File: config.mk
export PLATFORM = sky130hd
export DESIGN_NAME = inverter_serial_request_sequencer
export DESIGN_NICKNAME = d
export VERILOG_FILES = /design/src/rtl/seq_pkg.sv /design/src/rtl/inverter_serial_request_sequencer.sv
export SDC_FILE = /design/constraint.sdc
export NUM_CORES = 1
export LEC_CHECK = 0
export BUFFER_PORTS_ARGS = -buffer_cell sky130_fd_sc_hd__buf_2
export CORE_AREA = 2 2 127 129
export CTS_CLUSTER_SIZE = 16
export DETAILED_ROUTE_END_ITERATION = 10
export DIE_AREA = 0 0 129 131
export HOLD_SLACK_MARGIN = 0.05
export PLACE_DENSITY = 0.76
export SYNTH_ARGS = -nofsm -noshare
export SYNTH_HDL_FRONTEND = slang
export SYNTH_SLANG_ARGS = --single-unit
File: constraint.sdc
create_clock -name mclk -period 3.2 [get_ports mclk]
set_input_delay 0.8 -clock mclk [delete_from_list [all_inputs] [get_ports mclk]]
set_output_delay 0.8 -clock mclk [all_outputs]
set_load 0.1 [all_outputs]
File: src/rtl/seq_pkg.sv
// constants, types and crc helper for the inverter request sequencer
package seq_pkg;

   localparam int unsigned CLK_KHZ        = 25000;
   localparam int unsigned SEND_WAIT_US   = 20000;
   localparam int unsigned SUPERVISE_MS   = 500;
   // least time: round up to whole cycles
   localparam int unsigned SEND_WAIT_CYC  =
      (SEND_WAIT_US * CLK_KHZ + 999) / 1000;
   localparam int unsigned SUPERVISE_CYC  = SUPERVISE_MS * CLK_KHZ;

   localparam logic [15:0] CRC_SEED       = 16'hFFFF;
   localparam logic [15:0] CRC_POLY       = 16'hA001;
   localparam logic [15:0] CRC_RESIDUE    = 16'h0000;

   localparam logic [7:0]  FUNC_WRITE     = 8'h10;
   localparam logic [7:0]  FUNC_READ      = 8'h03;
   localparam logic [15:0] WR_START       = 16'h0001;
   localparam logic [15:0] WR_COUNT       = 16'h0002;
   localparam logic [7:0]  WR_BYTES       = 8'h04;
   localparam logic [15:0] RD_REG         = 16'h002C;
   localparam logic [15:0] RD_COUNT       = 16'h0001;
   localparam logic [7:0]  RD_BYTES       = 8'h02;
   localparam logic [7:0]  BROADCAST_ADDR = 8'h00;

   // payload lengths before the two crc bytes, and whole reply lengths
   localparam logic [3:0]  WR_REQ_LEN     = 4'hB;
   localparam logic [3:0]  RD_REQ_LEN     = 4'h6;
   localparam logic [3:0]  WR_REPLY_LEN   = 4'h8;
   localparam logic [3:0]  RD_REPLY_LEN   = 4'h7;
   localparam logic [3:0]  MAX_RETRY      = 4'h9;

   typedef struct packed {
      logic [7:0] repeat_n;
      logic [3:0] retries;
   } seq_cfg_type;

   typedef struct packed {
      logic [7:0]  addr;
      logic [31:0] data;
   } slave_fields_type;

   typedef struct packed {
      logic        valid;
      logic        step;
      logic [7:0]  index;
      logic [15:0] data;
   } store_type;

   function automatic logic [15:0] crc_step(input logic [15:0] crc,
                                            input logic [7:0]  b);
      logic [15:0] c;
      c = crc ^ {8'h00, b};
      for (int i = 0; i < 8; i++)
      begin
         c = c[0] ? ((c >> 1) ^ CRC_POLY) : (c >> 1);
      end
      return c;
   endfunction

endpackage

File: src/rtl/inverter_serial_request_sequencer.sv
// master-side sequencer: control write to each slave in turn, then status read from each
`timescale 1ns/1ps
`default_nettype none

module inverter_serial_request_sequencer #(
   parameter int unsigned SEND_WAIT_CYC   = seq_pkg::SEND_WAIT_CYC,
   parameter int unsigned SEND_DONE_CYC   = seq_pkg::SUPERVISE_CYC,
   parameter int unsigned REPLY_START_CYC = seq_pkg::SUPERVISE_CYC,
   parameter int unsigned RECV_DONE_CYC   = seq_pkg::SUPERVISE_CYC
)(
   input  wire logic                      mclk,
   input  wire logic                      reset_n,
   input  wire logic                      start,
   input  wire logic                      err_clear,
   input  wire seq_pkg::seq_cfg_type      cfg,
   input  wire seq_pkg::slave_fields_type slave,
   input  wire logic                      tx_ready,
   input  wire logic                      rx_valid,
   input  wire logic [7:0]                rx_byte,
   output logic [7:0]                     slave_index,
   output logic [7:0]                     tx_byte,
   output logic                           tx_valid,
   output seq_pkg::store_type             store,
   output logic                           busy,
   output logic                           seq_done,
   output logic                           comm_error
);

   typedef enum logic [2:0] {
      ST_IDLE = 3'b000,
      ST_STEP = 3'b001,
      ST_WAIT = 3'b010,
      ST_SEND = 3'b011,
      ST_RESP = 3'b100,
      ST_RECV = 3'b101
   } state_type;

   state_type          state_q;
   logic               step_q;
   logic [7:0]         n_q;
   logic [3:0]         fail_cnt_q;
   logic [31:0]        timer_q;
   logic [3:0]         tx_idx_q;
   logic [15:0]        tx_crc_q;
   logic [7:0]         tx_byte_q;
   logic               tx_valid_q;
   logic               bcast_q;
   logic [3:0]         rx_idx_q;
   logic [15:0]        rx_crc_q;
   logic               bad_q;
   logic [15:0]        rx_data_q;
   seq_pkg::store_type store_q;
   logic               busy_q;
   logic               done_q;
   logic               err_q;

   // decoding
   logic [7:0]  cur_func;
   logic [3:0]  plen;
   logic [3:0]  rlen;
   logic [3:0]  retry_lim;
   logic [7:0]  req_byte;
   logic [7:0]  cur_byte;
   logic [15:0] rx_crc_nx;
   logic        timeout;
   logic        tx_free;
   logic        tx_end;
   logic        rx_take;
   logic        rx_last;
   logic        mism;
   logic        rx_ok;
   logic        step_ok;
   logic        fail_now;
   logic        give_up;
   logic        step_over;

   assign cur_func  = step_q ? seq_pkg::FUNC_READ : seq_pkg::FUNC_WRITE;
   assign plen      = step_q ? seq_pkg::RD_REQ_LEN : seq_pkg::WR_REQ_LEN;
   assign rlen      = step_q ? seq_pkg::RD_REPLY_LEN
                             : seq_pkg::WR_REPLY_LEN;
   assign retry_lim = (cfg.retries > seq_pkg::MAX_RETRY) ?
                      seq_pkg::MAX_RETRY : cfg.retries;
   assign timeout   = (timer_q == 32'h0000_0000);
   assign step_over = (n_q == cfg.repeat_n);

   // request bytes; the frame has no header or terminator
   always_comb
   begin
      unique case (tx_idx_q)
         4'h0: req_byte = slave.addr;
         4'h1: req_byte = cur_func;
         4'h2: req_byte = step_q ? seq_pkg::RD_REG[15:8]
                                 : seq_pkg::WR_START[15:8];
         4'h3: req_byte = step_q ? seq_pkg::RD_REG[7:0]
                                 : seq_pkg::WR_START[7:0];
         4'h4: req_byte = step_q ? seq_pkg::RD_COUNT[15:8]
                                 : seq_pkg::WR_COUNT[15:8];
         4'h5: req_byte = step_q ? seq_pkg::RD_COUNT[7:0]
                                 : seq_pkg::WR_COUNT[7:0];
         4'h6: req_byte = seq_pkg::WR_BYTES;
         4'h7: req_byte = slave.data[31:24];
         4'h8: req_byte = slave.data[23:16];
         4'h9: req_byte = slave.data[15:8];
         default: req_byte = slave.data[7:0];
      endcase
   end

   // crc trails the payload, low byte first
   assign cur_byte = (tx_idx_q < plen) ? req_byte :
                     (tx_idx_q == plen) ? tx_crc_q[7:0] : tx_crc_q[15:8];
   assign tx_free  = !tx_valid_q || tx_ready;
   assign tx_end   = (state_q == ST_SEND) && tx_free
                     && (tx_idx_q == 4'(plen + 4'h2));

   // reply checking: crc over the whole reply leaves zero
   assign rx_take   = ((state_q == ST_RESP) || (state_q == ST_RECV))
                      && rx_valid;
   assign rx_crc_nx = seq_pkg::crc_step(rx_crc_q, rx_byte);
   assign rx_last   = rx_take && (rx_idx_q == 4'(rlen - 4'h1));
   assign mism      = ((rx_idx_q == 4'h0) && (rx_byte != slave.addr))
                   || ((rx_idx_q == 4'h1) && (rx_byte != cur_func))
                   || (step_q && (rx_idx_q == 4'h2)
                       && (rx_byte != seq_pkg::RD_BYTES));
   assign rx_ok     = rx_last && !bad_q && !mism
                      && (rx_crc_nx == seq_pkg::CRC_RESIDUE);

   // broadcast ends with the last byte out
   assign step_ok   = (tx_end && bcast_q) || rx_ok;
   assign fail_now  = ((state_q == ST_SEND) && timeout && !tx_end)
                   || ((state_q == ST_RESP) && timeout && !rx_take)
                   || ((state_q == ST_RECV) && timeout && !rx_last)
                   || (rx_last && !rx_ok);
   // with a limit of three, the third failure gives up
   assign give_up   = fail_now && ({1'b0, fail_cnt_q} + 5'h01
                                   >= {1'b0, retry_lim});

   always_ff @(posedge mclk or negedge reset_n)
   begin
      if (!reset_n)
      begin
         state_q    <= ST_IDLE;
         step_q     <= 1'b0;
         n_q        <= 8'h00;
         fail_cnt_q <= 4'h0;
         timer_q    <= 32'h0000_0000;
         bcast_q    <= 1'b0;
         done_q     <= 1'b0;
      end
      else
      begin
         done_q <= 1'b0;
         if (timer_q != 32'h0000_0000)
         begin
            timer_q <= timer_q - 32'h0000_0001;
         end
         unique case (state_q)
            ST_IDLE:
            begin
               if (start)
               begin
                  step_q     <= 1'b0;
                  n_q        <= 8'h00;
                  fail_cnt_q <= 4'h0;
                  state_q    <= ST_STEP;
               end
            end
            ST_STEP:
            begin
               if (!step_over)
               begin
                  // idle line before every frame
                  timer_q <= 32'(SEND_WAIT_CYC - 1);
                  state_q <= ST_WAIT;
               end
               else if (!step_q)
               begin
                  step_q <= 1'b1;
                  n_q    <= 8'h00;
               end
               else
               begin
                  done_q  <= 1'b1;
                  state_q <= ST_IDLE;
               end
            end
            ST_WAIT:
            begin
               if (timeout)
               begin
                  bcast_q <= (slave.addr == seq_pkg::BROADCAST_ADDR);
                  timer_q <= 32'(SEND_DONE_CYC - 1);
                  state_q <= ST_SEND;
               end
            end
            ST_SEND:
            begin
               if (tx_end && !bcast_q)
               begin
                  timer_q <= 32'(REPLY_START_CYC - 1);
                  state_q <= ST_RESP;
               end
            end
            ST_RESP:
            begin
               if (rx_take)
               begin
                  timer_q <= 32'(RECV_DONE_CYC - 1);
                  state_q <= ST_RECV;
               end
            end
            ST_RECV:
            begin
            end
            default: state_q <= ST_IDLE;
         endcase
         if (step_ok)
         begin
            n_q        <= n_q + 8'h01;
            fail_cnt_q <= 4'h0;
            state_q    <= ST_STEP;
         end
         else if (give_up)
         begin
            state_q <= ST_IDLE;
         end
         else if (fail_now)
         begin
            fail_cnt_q <= fail_cnt_q + 4'h1;
            timer_q    <= 32'(SEND_WAIT_CYC - 1);
            state_q    <= ST_WAIT;
         end
      end
   end

   // transmit side; a timeout drops the byte on offer
   always_ff @(posedge mclk or negedge reset_n)
   begin
      if (!reset_n)
      begin
         tx_idx_q   <= 4'h0;
         tx_crc_q   <= seq_pkg::CRC_SEED;
         tx_byte_q  <= 8'h00;
         tx_valid_q <= 1'b0;
      end
      else if (state_q != ST_SEND || fail_now)
      begin
         tx_idx_q   <= 4'h0;
         tx_crc_q   <= seq_pkg::CRC_SEED;
         tx_valid_q <= 1'b0;
      end
      else if (tx_free)
      begin
         tx_valid_q <= (tx_idx_q < 4'(plen + 4'h2));
         if (tx_idx_q < 4'(plen + 4'h2))
         begin
            tx_byte_q <= cur_byte;
            tx_idx_q  <= tx_idx_q + 4'h1;
         end
         if (tx_idx_q < plen)
         begin
            tx_crc_q <= seq_pkg::crc_step(tx_crc_q, cur_byte);
         end
      end
   end

   // receive side; last two bytes before the crc are kept
   always_ff @(posedge mclk or negedge reset_n)
   begin
      if (!reset_n)
      begin
         rx_idx_q  <= 4'h0;
         rx_crc_q  <= seq_pkg::CRC_SEED;
         bad_q     <= 1'b0;
         rx_data_q <= 16'h0000;
      end
      else if (state_q == ST_SEND)
      begin
         rx_idx_q <= 4'h0;
         rx_crc_q <= seq_pkg::CRC_SEED;
         bad_q    <= 1'b0;
      end
      else if (rx_take)
      begin
         rx_idx_q <= rx_idx_q + 4'h1;
         rx_crc_q <= rx_crc_nx;
         bad_q    <= bad_q || mism;
         if (rx_idx_q == 4'(rlen - 4'h4))
         begin
            rx_data_q[15:8] <= rx_byte;
         end
         if (rx_idx_q == 4'(rlen - 4'h3))
         begin
            rx_data_q[7:0] <= rx_byte;
         end
      end
   end

   always_ff @(posedge mclk or negedge reset_n)
   begin
      if (!reset_n)
      begin
         store_q <= '0;
         busy_q  <= 1'b0;
         err_q   <= 1'b0;
      end
      else
      begin
         store_q.valid <= rx_ok;
         if (rx_ok)
         begin
            store_q.step  <= step_q;
            store_q.index <= n_q;
            store_q.data  <= rx_data_q;
         end
         busy_q <= (state_q != ST_IDLE) || start;
         // set wins over clear
         err_q  <= give_up || (err_q && !err_clear);
      end
   end

   assign slave_index = n_q;
   assign tx_byte     = tx_byte_q;
   assign tx_valid    = tx_valid_q;
   assign store       = store_q;
   assign busy        = busy_q;
   assign seq_done    = done_q;
   assign comm_error  = err_q;

   // checks
   logic [31:0] idle_run_q;

   always_ff @(posedge mclk or negedge reset_n)
   begin
      if (!reset_n)
      begin
         idle_run_q <= 32'h0000_0000;
      end
      else
      begin
         idle_run_q <= (state_q == ST_WAIT) ? idle_run_q + 32'h1 : 32'h0;
      end
   end
endmodule

`default_nettype wire

==> report_table.html, run 1 <==
<table>
<tr><th>Metric</th><th>Value</th></tr>
<tr><th colspan="2">Outcome</th></tr>
<tr><td>Outcome</td><td>finished, violations left</td></tr>
<tr><td>Violations in the final reports</td><td>setup timing</td></tr>
<tr><th colspan="2">Placement</th></tr>
<tr><td>Worst slack at placement</td><td>-0.550 ns</td></tr>
<tr><td>Standard cell area after detailed placement</td><td>9560 sq um</td></tr>
<tr><td>Number of I/O port buffers</td><td>111</td></tr>
<tr><td>Post-detail-place hpwl</td><td>14800 um</td></tr>
<tr><td>GPL Wtd Cong</td><td>0.904</td></tr>
<tr><td>Number of cells in the design after placement</td><td>1189</td></tr>
<tr><th colspan="2">Timing</th></tr>
<tr><td>Highest attainable clock frequency</td><td>308 MHz</td></tr>
<tr><td>Hold Worst Slack</td><td>0.368 ns</td></tr>
<tr><td>Number of slew-limit violations in the final report</td><td>0</td></tr>
<tr><td>Final count of negative-setup-slack endpoints</td><td>25</td></tr>
<tr><td>Worst clock skew on the final layout</td><td>0.00879 ns</td></tr>
<tr><td>Slew HR</td><td>40.5%</td></tr>
<tr><td>Period utilization</td><td>102%</td></tr>
<tr><td>Setup repair after global routing missed its margin</td><td>yes</td></tr>
<tr><td>Slew at the pin closest to its max-slew limit</td><td>0.887 ns</td></tr>
<tr><td>Final setup margin</td><td>-0.0502 ns</td></tr>
<tr><td>Post-layout minimum cycle time</td><td>3.25 ns</td></tr>
<tr><td>Summed negative setup slack over all endpoints</td><td>-0.701 ns</td></tr>
<tr><td>Number of hold violations in the final report</td><td>0</td></tr>
<tr><th colspan="2">Detailed routing</th></tr>
<tr><td>Final Routed Wirelength</td><td>22500 um</td></tr>
<tr><td>Detailed-router iteration count before antenna repair</td><td>6</td></tr>
<tr><td>Number of vias per cell after detailed routing</td><td>5.75</td></tr>
<tr><td>Number of routed nets with antenna violations</td><td>0</td></tr>
<tr><td>Count of vias placed by the detailed router</td><td>7128</td></tr>
<tr><td>Residual DRC</td><td>0</td></tr>
<tr><td>First DRT Iteration DRCs</td><td>518</td></tr>
<tr><td>Routed length per instance</td><td>18.1 um</td></tr>
<tr><th colspan="2">Logic synthesis</th></tr>
<tr><td>Post-synthesis sequential element count</td><td>144</td></tr>
<tr><td>Synthesis warning total</td><td>0</td></tr>
<tr><td>Sequential fraction of the synthesis area</td><td>45.3%</td></tr>
<tr><td>Top_reg_cell synth</td><td>sky130_fd_sc_hd__dfrtp_1</td></tr>
<tr><td>Mapped Avg Cell Area</td><td>10.0 sq um</td></tr>
<tr><td>Syn_nets</td><td>892</td></tr>
<tr><td>Netlist area before placement</td><td>8050 sq um</td></tr>
<tr><td>Library cells used by synthesis</td><td>77</td></tr>
<tr><td>Proportion of synthesized flip-flops having asynchronous set or reset</td><td>100%</td></tr>
<tr><td>Number of synthesized flops with an enable pin</td><td>0</td></tr>
<tr><td>Gate count after technology mapping</td><td>804</td></tr>
<tr><th colspan="2">Worst setup path</th></tr>
<tr><td>R2r worst-path depth</td><td>13</td></tr>
<tr><td>Beginning of the critical path</td><td>rx_byte[2]</td></tr>
<tr><td>FF-to-FF setup slack</td><td>-0.05 ns</td></tr>
<tr><td>End point of the critical path</td><td>store[7]</td></tr>
<tr><td>Critical Path End Type</td><td>register</td></tr>
<tr><td>Maximum fanout along the worst path</td><td>12</td></tr>
<tr><td>Path type of the worst setup path</td><td>input pin to register</td></tr>
<tr><td>Worst flop-to-flop path endpoint</td><td>store[7]</td></tr>
<tr><td>Arrival time at the worst endpoint</td><td>3.56 ns</td></tr>
<tr><td>Worst Path Required</td><td>3.51 ns</td></tr>
<tr><td>Critical path startpoint category</td><td>input pin</td></tr>
<tr><td>Origin of the critical flop-to-flop path</td><td>rx_crc_q[3]</td></tr>
<tr><th colspan="2">Cells and area</th></tr>
<tr><td>Non-filler cells in the finished layout</td><td>1240</td></tr>
<tr><td>Layout overhead on the synthesized area</td><td>34.0%</td></tr>
<tr><td>Layout cell share with drive strength beyond 1</td><td>39.6%</td></tr>
<tr><td>Final design area excluding fillers</td><td>10800 sq um</td></tr>
<tr><td>Count of antenna diodes in the layout</td><td>0</td></tr>
<tr><td>Storage element area</td><td>3640 sq um</td></tr>
<tr><td>Fillcell total</td><td>1098</td></tr>
<tr><td>Multi-input gate area</td><td>4720 sq um</td></tr>
<tr><td>Number of nets in the final layout</td><td>1099</td></tr>
<tr><th colspan="2">Run</th></tr>
<tr><td>Max-cap viol count</td><td>0</td></tr>
<tr><th colspan="2">Floorplan</th></tr>
<tr><td>Initial standard-cell utilization of the core</td><td>51.6%</td></tr>
<tr><td>Core Area</td><td>15600 sq um</td></tr>
<tr><td>Floorplan row count</td><td>46</td></tr>
<tr><td>Top-level port count</td><td>112</td></tr>
<tr><td>Width of the die</td><td>129 um</td></tr>
<tr><td>Area of the die</td><td>16900 sq um</td></tr>
<tr><td>Vertical die dimension</td><td>131 um</td></tr>
<tr><th colspan="2">Clock tree</th></tr>
<tr><td>Number of sinks handled by clock tree synthesis</td><td>144</td></tr>
<tr><td>Root Driver</td><td>sky130_fd_sc_hd__clkbuf_16</td></tr>
<tr><td>Clock network latency to the later pin of the worst-skew pair</td><td>0.43 ns</td></tr>
<tr><td>Number of buffers created by CTS</td><td>17</td></tr>
<tr><td>Longest Clk Path Bufs</td><td>2</td></tr>
<tr><td>Cts hold-fix bufs</td><td>0</td></tr>
<tr><td>CTS tree</td><td>built</td></tr>
<tr><td>H-tree depth</td><td>4</td></tr>
<tr><td>Clock transition time at the flip-flop clock pins of the worst setup and hold paths</td><td>0.06 ns</td></tr>
<tr><th colspan="2">GRT</th></tr>
<tr><td>Vias in the first global route</td><td>6704</td></tr>
<tr><td>Wire length of the first global-routing pass</td><td>33600 um</td></tr>
<tr><td>Total GRT Usage</td><td>25.7%</td></tr>
<tr><td>Maximum number of pins on one net before global-route repair</td><td>64</td></tr>
<tr><td>GR Overflow Total</td><td>0</td></tr>
<tr><td>Initial antenna violation count</td><td>0</td></tr>
<tr><th colspan="2">Power</th></tr>
<tr><td>Pleak</td><td>0.00494 uW</td></tr>
<tr><td>Peak supply drop</td><td>0.441 mV</td></tr>
<tr><td>Power per cell area</td><td>681 nW/um^2</td></tr>
<tr><th colspan="2">Hold path</th></tr>
<tr><td>Class of the most critical hold timing path</td><td>input pin to async pin</td></tr>
</table>
[metrics by stage]
stage	utilization, %	total power, uW
after floorplan	-	4050
after global placement	61.3	4810
after detailed placement	61.3	4850
after CTS	66.2	7050
after global routing	69.2	7690
final	69.2	7350
[cells in the final DEF, fill, tap and decap left out, types with 13 or more instances in the layout]
master                      instances
sky130_fd_sc_hd__a21oi_1           27
sky130_fd_sc_hd__buf_2            110
sky130_fd_sc_hd__buf_4             88
sky130_fd_sc_hd__clkbuf_16         18
sky130_fd_sc_hd__dfrtp_1          112
sky130_fd_sc_hd__dfstp_2           32
sky130_fd_sc_hd__ha_1              19
sky130_fd_sc_hd__inv_1             15
sky130_fd_sc_hd__mux2_2            33
sky130_fd_sc_hd__nand2_1           83
sky130_fd_sc_hd__nand3_1           16
sky130_fd_sc_hd__nand4_1           13
sky130_fd_sc_hd__nor2_1            56
sky130_fd_sc_hd__o211ai_1          18
sky130_fd_sc_hd__o21ai_0           21
sky130_fd_sc_hd__o21ai_1           15
sky130_fd_sc_hd__xnor2_1           43
sky130_fd_sc_hd__xor2_1            32
[where the power goes]
group	switching (uW)	internal, uW	total [uW]	leakage, uW
sequential	139	2010	2150	0.00182
clock	858	1280	2140	0.000313
combinational	1800	1260	3060	0.00281
total	2800	4550	7350	0.00494
[worst max-delay path, stage by stage]
cell	delay, ns
sky130_fd_sc_hd__buf_2	0.13
sky130_fd_sc_hd__xnor2_2	0.23
sky130_fd_sc_hd__xor2_2	0.19
sky130_fd_sc_hd__xor2_1	0.22
sky130_fd_sc_hd__xnor2_1	0.18
sky130_fd_sc_hd__ha_1	0.31
sky130_fd_sc_hd__xor2_2	0.16
sky130_fd_sc_hd__and4b_1	0.24
sky130_fd_sc_hd__nand4_1	0.11
sky130_fd_sc_hd__buf_6	0.17
sky130_fd_sc_hd__nor2_4	0.14
sky130_fd_sc_hd__buf_6	0.18
sky130_fd_sc_hd__buf_16	0.15
sky130_fd_sc_hd__mux2_2	0.34
[Yosys cell counts, types with 3 or more instances]
library cell / n / area (sq um)
sky130_fd_sc_hd__a22oi_1: 4 / 30.0
sky130_fd_sc_hd__nand4_1: 13 / 81.3
sky130_fd_sc_hd__inv_1: 15 / 56.3
sky130_fd_sc_hd__xor2_1: 37 / 324
sky130_fd_sc_hd__ha_1: 22 / 275
sky130_fd_sc_hd__nand2b_1: 10 / 62.6
sky130_fd_sc_hd__or2_2: 3 / 18.8
sky130_fd_sc_hd__o21ai_1: 13 / 65.1
sky130_fd_sc_hd__nand4b_1: 3 / 26.3
sky130_fd_sc_hd__nor3_1: 12 / 60.1
sky130_fd_sc_hd__a21o_1: 5 / 37.5
sky130_fd_sc_hd__a211o_1: 3 / 26.3
sky130_fd_sc_hd__nand2_1: 92 / 345
sky130_fd_sc_hd__o211ai_1: 18 / 135
sky130_fd_sc_hd__a21oi_1: 29 / 145
sky130_fd_sc_hd__o31ai_1: 3 / 22.5
sky130_fd_sc_hd__a32o_1: 4 / 40.0
sky130_fd_sc_hd__o22ai_1: 3 / 18.8
sky130_fd_sc_hd__o22a_1: 11 / 96.3
sky130_fd_sc_hd__clkbuf_1: 16 / 60.1
sky130_fd_sc_hd__xnor2_1: 50 / 438
sky130_fd_sc_hd__mux2_2: 42 / 473
sky130_fd_sc_hd__and3b_1: 3 / 26.3
sky130_fd_sc_hd__buf_2: 9 / 45.0
sky130_fd_sc_hd__o21ai_0: 30 / 150
sky130_fd_sc_hd__and3_1: 8 / 50.1
sky130_fd_sc_hd__nor4_1: 14 / 87.6
sky130_fd_sc_hd__nor2b_1: 8 / 50.1
sky130_fd_sc_hd__o2bb2ai_1: 4 / 35.0
sky130_fd_sc_hd__nor2_1: 74 / 278
sky130_fd_sc_hd__nand3b_1: 3 / 22.5
sky130_fd_sc_hd__a31oi_1: 4 / 25.0
sky130_fd_sc_hd__and2_1: 8 / 50.1
sky130_fd_sc_hd__a22o_1: 3 / 26.3
sky130_fd_sc_hd__a311oi_1: 4 / 35.0
sky130_fd_sc_hd__dfstp_2: 32 / 841
sky130_fd_sc_hd__dfrtp_1: 112 / 2800
sky130_fd_sc_hd__mux2i_1: 7 / 70.1
sky130_fd_sc_hd__nand3_1: 20 / 100
sky130_fd_sc_hd__or4_1: 5 / 37.5
[flip-flops by register name, indices dropped and copies added (netlist names)]
register / cells
timer_q: 32
store: 26
rx_crc_q: 16
rx_data_q: 16
tx_crc_q: 16
slave_index: 8
tx_byte: 8
fail_cnt_q: 4
rx_idx_q: 4
tx_idx_q: 4
state_q: 3
bad_q: 1
bcast_q: 1
busy: 1
comm_error: 1
seq_done: 1
step_q: 1
tx_valid: 1
[layer usage]
layer  part of all wire [%]  vias to the layer above  global-route usage [%]
met3                    5.9                       47                    5.70
met4                    2.9                        0                    9.14
met5                      0                        -                       0
met2                     48                      279                    40.7
li1                       -                     3294                       -
met1                     44                     3508                    35.0
[area by class of cell]
type / count / share of cell area [%]
tap: 216 / 2.50
inverter: 16 / 0.556
clock inverter: 14 / 1.82
multi-input combinational: 618 / 43.7
clock buffer: 18 / 4.07
timing repair buffer: 214 / 13.6
sequential: 144 / 33.8
[cells by family (layout without fill, tap and decap cells)]
| group | count (synthesis) | count (layout) | synth area share (%) |
|---|---|---|---|
| compound gates | 162 | 162 | 14.2 |
| xor+xnor | 88 | 88 | 9.74 |
| fa+ha+maj | 22 | 22 | 3.42 |
| buf+inv | 43 | 262 | 2.33 |
| flops | 144 | 144 | 45.3 |
| mux | 50 | 50 | 6.88 |
| simple gates | 295 | 296 | 18.2 |
[worst min-delay path by stage]
stage                    start    endpoint  slack, ns
floorplan                bad_q       bad_q       0.44
global placement    tx_byte[7]  tx_byte[7]       0.46
detailed placement  tx_byte[7]  tx_byte[7]       0.46
CTS                    reset_n  tx_byte[1]       0.38
global route           reset_n  tx_byte[7]       0.42
finish                 reset_n  tx_byte[5]       0.37
[what timing repair did]
item,in CTS,in global routing
endpoints found under the hold margin,0,0
gates cloned,1,3
buffers inserted,6,10
endpoints found under the setup margin,70,72
pin swaps,8,29
gates resized for setup,11,100
No activity file was read; power rests on OpenSTA's default activity.
==> run 2: changes to the inputs <==
- SKIP_CTS_REPAIR_TIMING: unset -> 1
==> report_table.html, run 2 (synthesis gave the netlist of run 1 again) <==
<table>
<tr><th>Metric</th><th>Value</th></tr>
<tr><th colspan="2">Cells and area</th></tr>
<tr><td>Layout cell share with drive strength beyond 1</td><td>38.7% (was 39.6%)</td></tr>
<tr><td>Count of antenna diodes in the layout</td><td>0 (unchanged)</td></tr>
<tr><td>Commonest cells after routing, fill and taps aside</td><td>110 x sky130_fd_sc_hd__dfrtp_1, 110 x sky130_fd_sc_hd__buf_2, 84 x sky130_fd_sc_hd__nand2_1, 83 x sky130_fd_sc_hd__buf_4, 59 x sky130_fd_sc_hd__nor2_1 (was 112 x sky130_fd_sc_hd__dfrtp_1, 110 x sky130_fd_sc_hd__buf_2, 88 x sky130_fd_sc_hd__buf_4, 83 x sky130_fd_sc_hd__nand2_1, 56 x sky130_fd_sc_hd__nor2_1)</td></tr>
<tr><td>Final design area excluding fillers</td><td>10600 sq um (was 10800 sq um)</td></tr>
<tr><td>Top reg by flops</td><td>timer_q (unchanged)</td></tr>
<tr><td>Number of nets in the final layout</td><td>1093 (was 1099)</td></tr>
<tr><td>Non-filler cells in the finished layout</td><td>1234 (was 1240)</td></tr>
<tr><td>Largest register FFs</td><td>32 (unchanged)</td></tr>
<tr><td>Layout overhead on the synthesized area</td><td>32.1% (was 34.0%)</td></tr>
<tr><td>Fillcell total</td><td>1122 (was 1098)</td></tr>
<tr><th colspan="2">Floorplan</th></tr>
<tr><td>Area of the die</td><td>16900 sq um (unchanged)</td></tr>
<tr><td>Top-level port count</td><td>112 (unchanged)</td></tr>
<tr><td>Initial standard-cell utilization of the core</td><td>51.6% (unchanged)</td></tr>
<tr><td>Floorplan row count</td><td>46 (unchanged)</td></tr>
<tr><td>Width of the die</td><td>129 um (unchanged)</td></tr>
<tr><td>Core Area</td><td>15600 sq um (unchanged)</td></tr>
<tr><td>Vertical die dimension</td><td>131 um (unchanged)</td></tr>
<tr><th colspan="2">Clock tree</th></tr>
<tr><td>Number of buffers created by CTS</td><td>17 (unchanged)</td></tr>
<tr><td>Clock transition time at the flip-flop clock pins of the worst setup and hold paths</td><td>0.06 ns (about the same)</td></tr>
<tr><td>Number of sinks handled by clock tree synthesis</td><td>144 (unchanged)</td></tr>
<tr><td>CTS tree</td><td>built (unchanged)</td></tr>
<tr><td>Longest Clk Path Bufs</td><td>2 (unchanged)</td></tr>
<tr><td>Root Driver</td><td>sky130_fd_sc_hd__clkbuf_16 (unchanged)</td></tr>
<tr><td>Clock network latency to the later pin of the worst-skew pair</td><td>0.44 ns (was 0.43 ns)</td></tr>
<tr><td>H-tree depth</td><td>4 (unchanged)</td></tr>
<tr><th colspan="2">GRT</th></tr>
<tr><td>Maximum number of pins on one net before global-route repair</td><td>64 (unchanged)</td></tr>
<tr><td>Wire length of the first global-routing pass</td><td>32900 um (was 33600 um)</td></tr>
<tr><td>Total GRT Usage</td><td>25.0% (was 25.7%)</td></tr>
<tr><td>GR Overflow Total</td><td>0 (unchanged)</td></tr>
<tr><td>Initial antenna violation count</td><td>0 (unchanged)</td></tr>
<tr><td>Vias in the first global route</td><td>6577 (was 6704)</td></tr>
<tr><th colspan="2">Placement</th></tr>
<tr><td>GPL Wtd Cong</td><td>0.904 (unchanged)</td></tr>
<tr><td>Number of cells in the design after placement</td><td>1189 (unchanged)</td></tr>
<tr><td>Standard cell area after detailed placement</td><td>9560 sq um (unchanged)</td></tr>
<tr><td>Number of I/O port buffers</td><td>111 (unchanged)</td></tr>
<tr><td>Worst slack at placement</td><td>-0.550 ns (unchanged)</td></tr>
<tr><td>Post-detail-place hpwl</td><td>14800 um (unchanged)</td></tr>
<tr><th colspan="2">Worst setup path</th></tr>
<tr><td>R2r worst-path depth</td><td>15 (was 13)</td></tr>
<tr><td>Worst Path Required</td><td>3.52 ns (was 3.51 ns)</td></tr>
<tr><td>Maximum fanout along the worst path</td><td>3 (was 12)</td></tr>
<tr><td>Critical Path End Type</td><td>register (unchanged)</td></tr>
<tr><td>Top cell by count, worst path</td><td>sky130_fd_sc_hd__buf_6</td></tr>
<tr><td>Max stage delay on crit path</td><td>0.31 ns (was 0.34 ns)</td></tr>
<tr><td>Highest-delay cell along the critical path</td><td>sky130_fd_sc_hd__ha_1 (was sky130_fd_sc_hd__mux2_2)</td></tr>
<tr><td>Critical path startpoint category</td><td>input pin (unchanged)</td></tr>
<tr><td>Critical path, cell by cell</td><td>buf_2 &gt; xnor2_2 &gt; xor2_2 &gt; xnor2_1 &gt; xnor2_1 &gt; ha_1 &gt; xor2_2 &gt; and4b_1 &gt; nand4_1 &gt; buf_6 &gt; a22o_4 &gt; buf_6 &gt; buf_6 &gt; and3_4 &gt; a31oi_1 &gt; nor2_1 (was buf_2 &gt; xnor2_2 &gt; xor2_2 &gt; xor2_1 &gt; xnor2_1 &gt; ha_1 &gt; xor2_2 &gt; and4b_1 &gt; nand4_1 &gt; buf_6 &gt; nor2_4 &gt; buf_6 &gt; buf_16 &gt; mux2_2)</td></tr>
<tr><td>FF-to-FF setup slack</td><td>-0.10 ns (was -0.05 ns)</td></tr>
<tr><td>Path type of the worst setup path</td><td>input pin to register (unchanged)</td></tr>
<tr><td>Arrival time at the worst endpoint</td><td>3.66 ns (was 3.56 ns)</td></tr>
<tr><th colspan="2">Power</th></tr>
<tr><td>Switching Fraction</td><td>38.1% (about the same)</td></tr>
<tr><td>Clock share of power</td><td>29.3% (was 29.1%)</td></tr>
<tr><td>Relative contribution of sequential cells to total power</td><td>29.4% (was 29.3%)</td></tr>
<tr><td>Net load switching power</td><td>2790 uW (was 2800 uW)</td></tr>
<tr><td>Power per cell area</td><td>688 nW/um^2 (was 681 nW/um^2)</td></tr>
<tr><td>Combinational share of power</td><td>41.3% (was 41.6%)</td></tr>
<tr><td>Peak supply drop</td><td>0.424 mV (was 0.441 mV)</td></tr>
<tr><td>Int Pwr</td><td>4530 uW (was 4550 uW)</td></tr>
<tr><td>Pleak</td><td>0.00489 uW (was 0.00494 uW)</td></tr>
<tr><th colspan="2">Detailed routing</th></tr>
<tr><td>Number of vias per cell after detailed routing</td><td>5.67 (was 5.75)</td></tr>
<tr><td>Detailed-router iteration count before antenna repair</td><td>5 (was 6)</td></tr>
<tr><td>Final Routed Wirelength</td><td>21500 um (was 22500 um)</td></tr>
<tr><td>Number of routed nets with antenna violations</td><td>0 (unchanged)</td></tr>
<tr><td>Count of vias placed by the detailed router</td><td>6997 (was 7128)</td></tr>
<tr><td>Residual DRC</td><td>0 (unchanged)</td></tr>
<tr><td>First DRT Iteration DRCs</td><td>460 (was 518)</td></tr>
<tr><td>Routed length per instance</td><td>17.5 um (was 18.1 um)</td></tr>
<tr><th colspan="2">Timing</th></tr>
<tr><td>Slew at the pin closest to its max-slew limit</td><td>0.848 ns (was 0.887 ns)</td></tr>
<tr><td>Final setup margin</td><td>-0.139 ns (was -0.0502 ns)</td></tr>
<tr><td>Highest attainable clock frequency</td><td>299 MHz (was 308 MHz)</td></tr>
<tr><td>Period utilization</td><td>104% (was 102%)</td></tr>
<tr><td>Final count of negative-setup-slack endpoints</td><td>61 (was 25)</td></tr>
<tr><td>Number of slew-limit violations in the final report</td><td>0 (unchanged)</td></tr>
<tr><td>Slew HR</td><td>43.1% (was 40.5%)</td></tr>
<tr><td>Worst clock skew on the final layout</td><td>0.00906 ns (was 0.00879 ns)</td></tr>
<tr><td>Hold Worst Slack</td><td>0.349 ns (was 0.368 ns)</td></tr>
<tr><td>Setup repair after global routing missed its margin</td><td>yes (unchanged)</td></tr>
<tr><td>Number of hold violations in the final report</td><td>0 (unchanged)</td></tr>
<tr><td>Post-layout minimum cycle time</td><td>3.34 ns (was 3.25 ns)</td></tr>
<tr><th colspan="2">Run</th></tr>
<tr><td>Max-cap viol count</td><td>0 (unchanged)</td></tr>
<tr><th colspan="2">Outcome</th></tr>
<tr><td>Outcome</td><td>finished, violations left (unchanged)</td></tr>
<tr><td>Violations in the final reports</td><td>setup timing (unchanged)</td></tr>
<tr><th colspan="2">Hold path</th></tr>
<tr><td>Class of the most critical hold timing path</td><td>input pin to async pin (unchanged)</td></tr>
</table>
## run 2: cell count changes in the layout (fill, tap and decap cells not counted), moves of 3 or more
cell / delta
sky130_fd_sc_hd__buf_4: -5
sky130_fd_sc_hd__mux2_2: +6
sky130_fd_sc_hd__mux2_4: -6
sky130_fd_sc_hd__nor2_1: +3
sky130_fd_sc_hd__nor2_4: -5
sky130_fd_sc_hd__o21ai_1: +6
sky130_fd_sc_hd__o21ai_2: -6
## run 2: power groups by stage
stage,clock (uW),sequential [uW],combinational [uW]
after CTS,2160,2150,2690
final,2150,2150,3020
after floorplan,0,2550,1500
after global routing,2240,2170,3240
after global placement,0,2170,2640
after detailed placement,0,2180,2670
## run 2: area by class of cell
type                       instances  area (sq um)  area share (%)
clock inverter                    14           196            1.85
multi-input combinational        618          4640            43.7
sequential                       144          3650            34.3
inverter                          16          60.1           0.565
timing repair buffer             208          1380            13.0
tap                              216           270            2.54
clock buffer                      18           439            4.13
## run 2: final timing paths
path                        startpoint            end
max                         rx_byte[0]  fail_cnt_q[1]
min                            reset_n     tx_byte[7]
max reg2reg                rx_crc_q[0]  fail_cnt_q[1]
min reg2reg                 tx_byte[7]     tx_byte[7]
max in group asynchronous      reset_n    rx_crc_q[8]
min in group mclk           tx_byte[7]     tx_byte[7]
## run 2: routing by layer
metal / GRT usage, % / routed length, um
met5: 0 / 0
met4: 9.14 / 499
met3: 5.50 / 1330
met2: 39.1 / 10200
met1: 34.6 / 9560
## run 2: critical path: cells and delay by family
family                     cells  cell delay [ns]
and+or+nand+nor                4             0.56
AOI/OAI and AO/OA              2             0.38
adders and majority gates      1             0.31
xor gates and xnor gates       5             1.04
buffers and inverters          4             0.54
## run 2: stage by stage
stage,total power (uW),util [%],setup TNS [ns]
floorplan,4050,-,-7.65
global placement,4810,61.3,-24.50
finish,7320,68.2,-2.96
CTS,7000,65.4,-10.60
detailed placement,4850,61.3,-33.35
global route,7650,68.2,-9.44
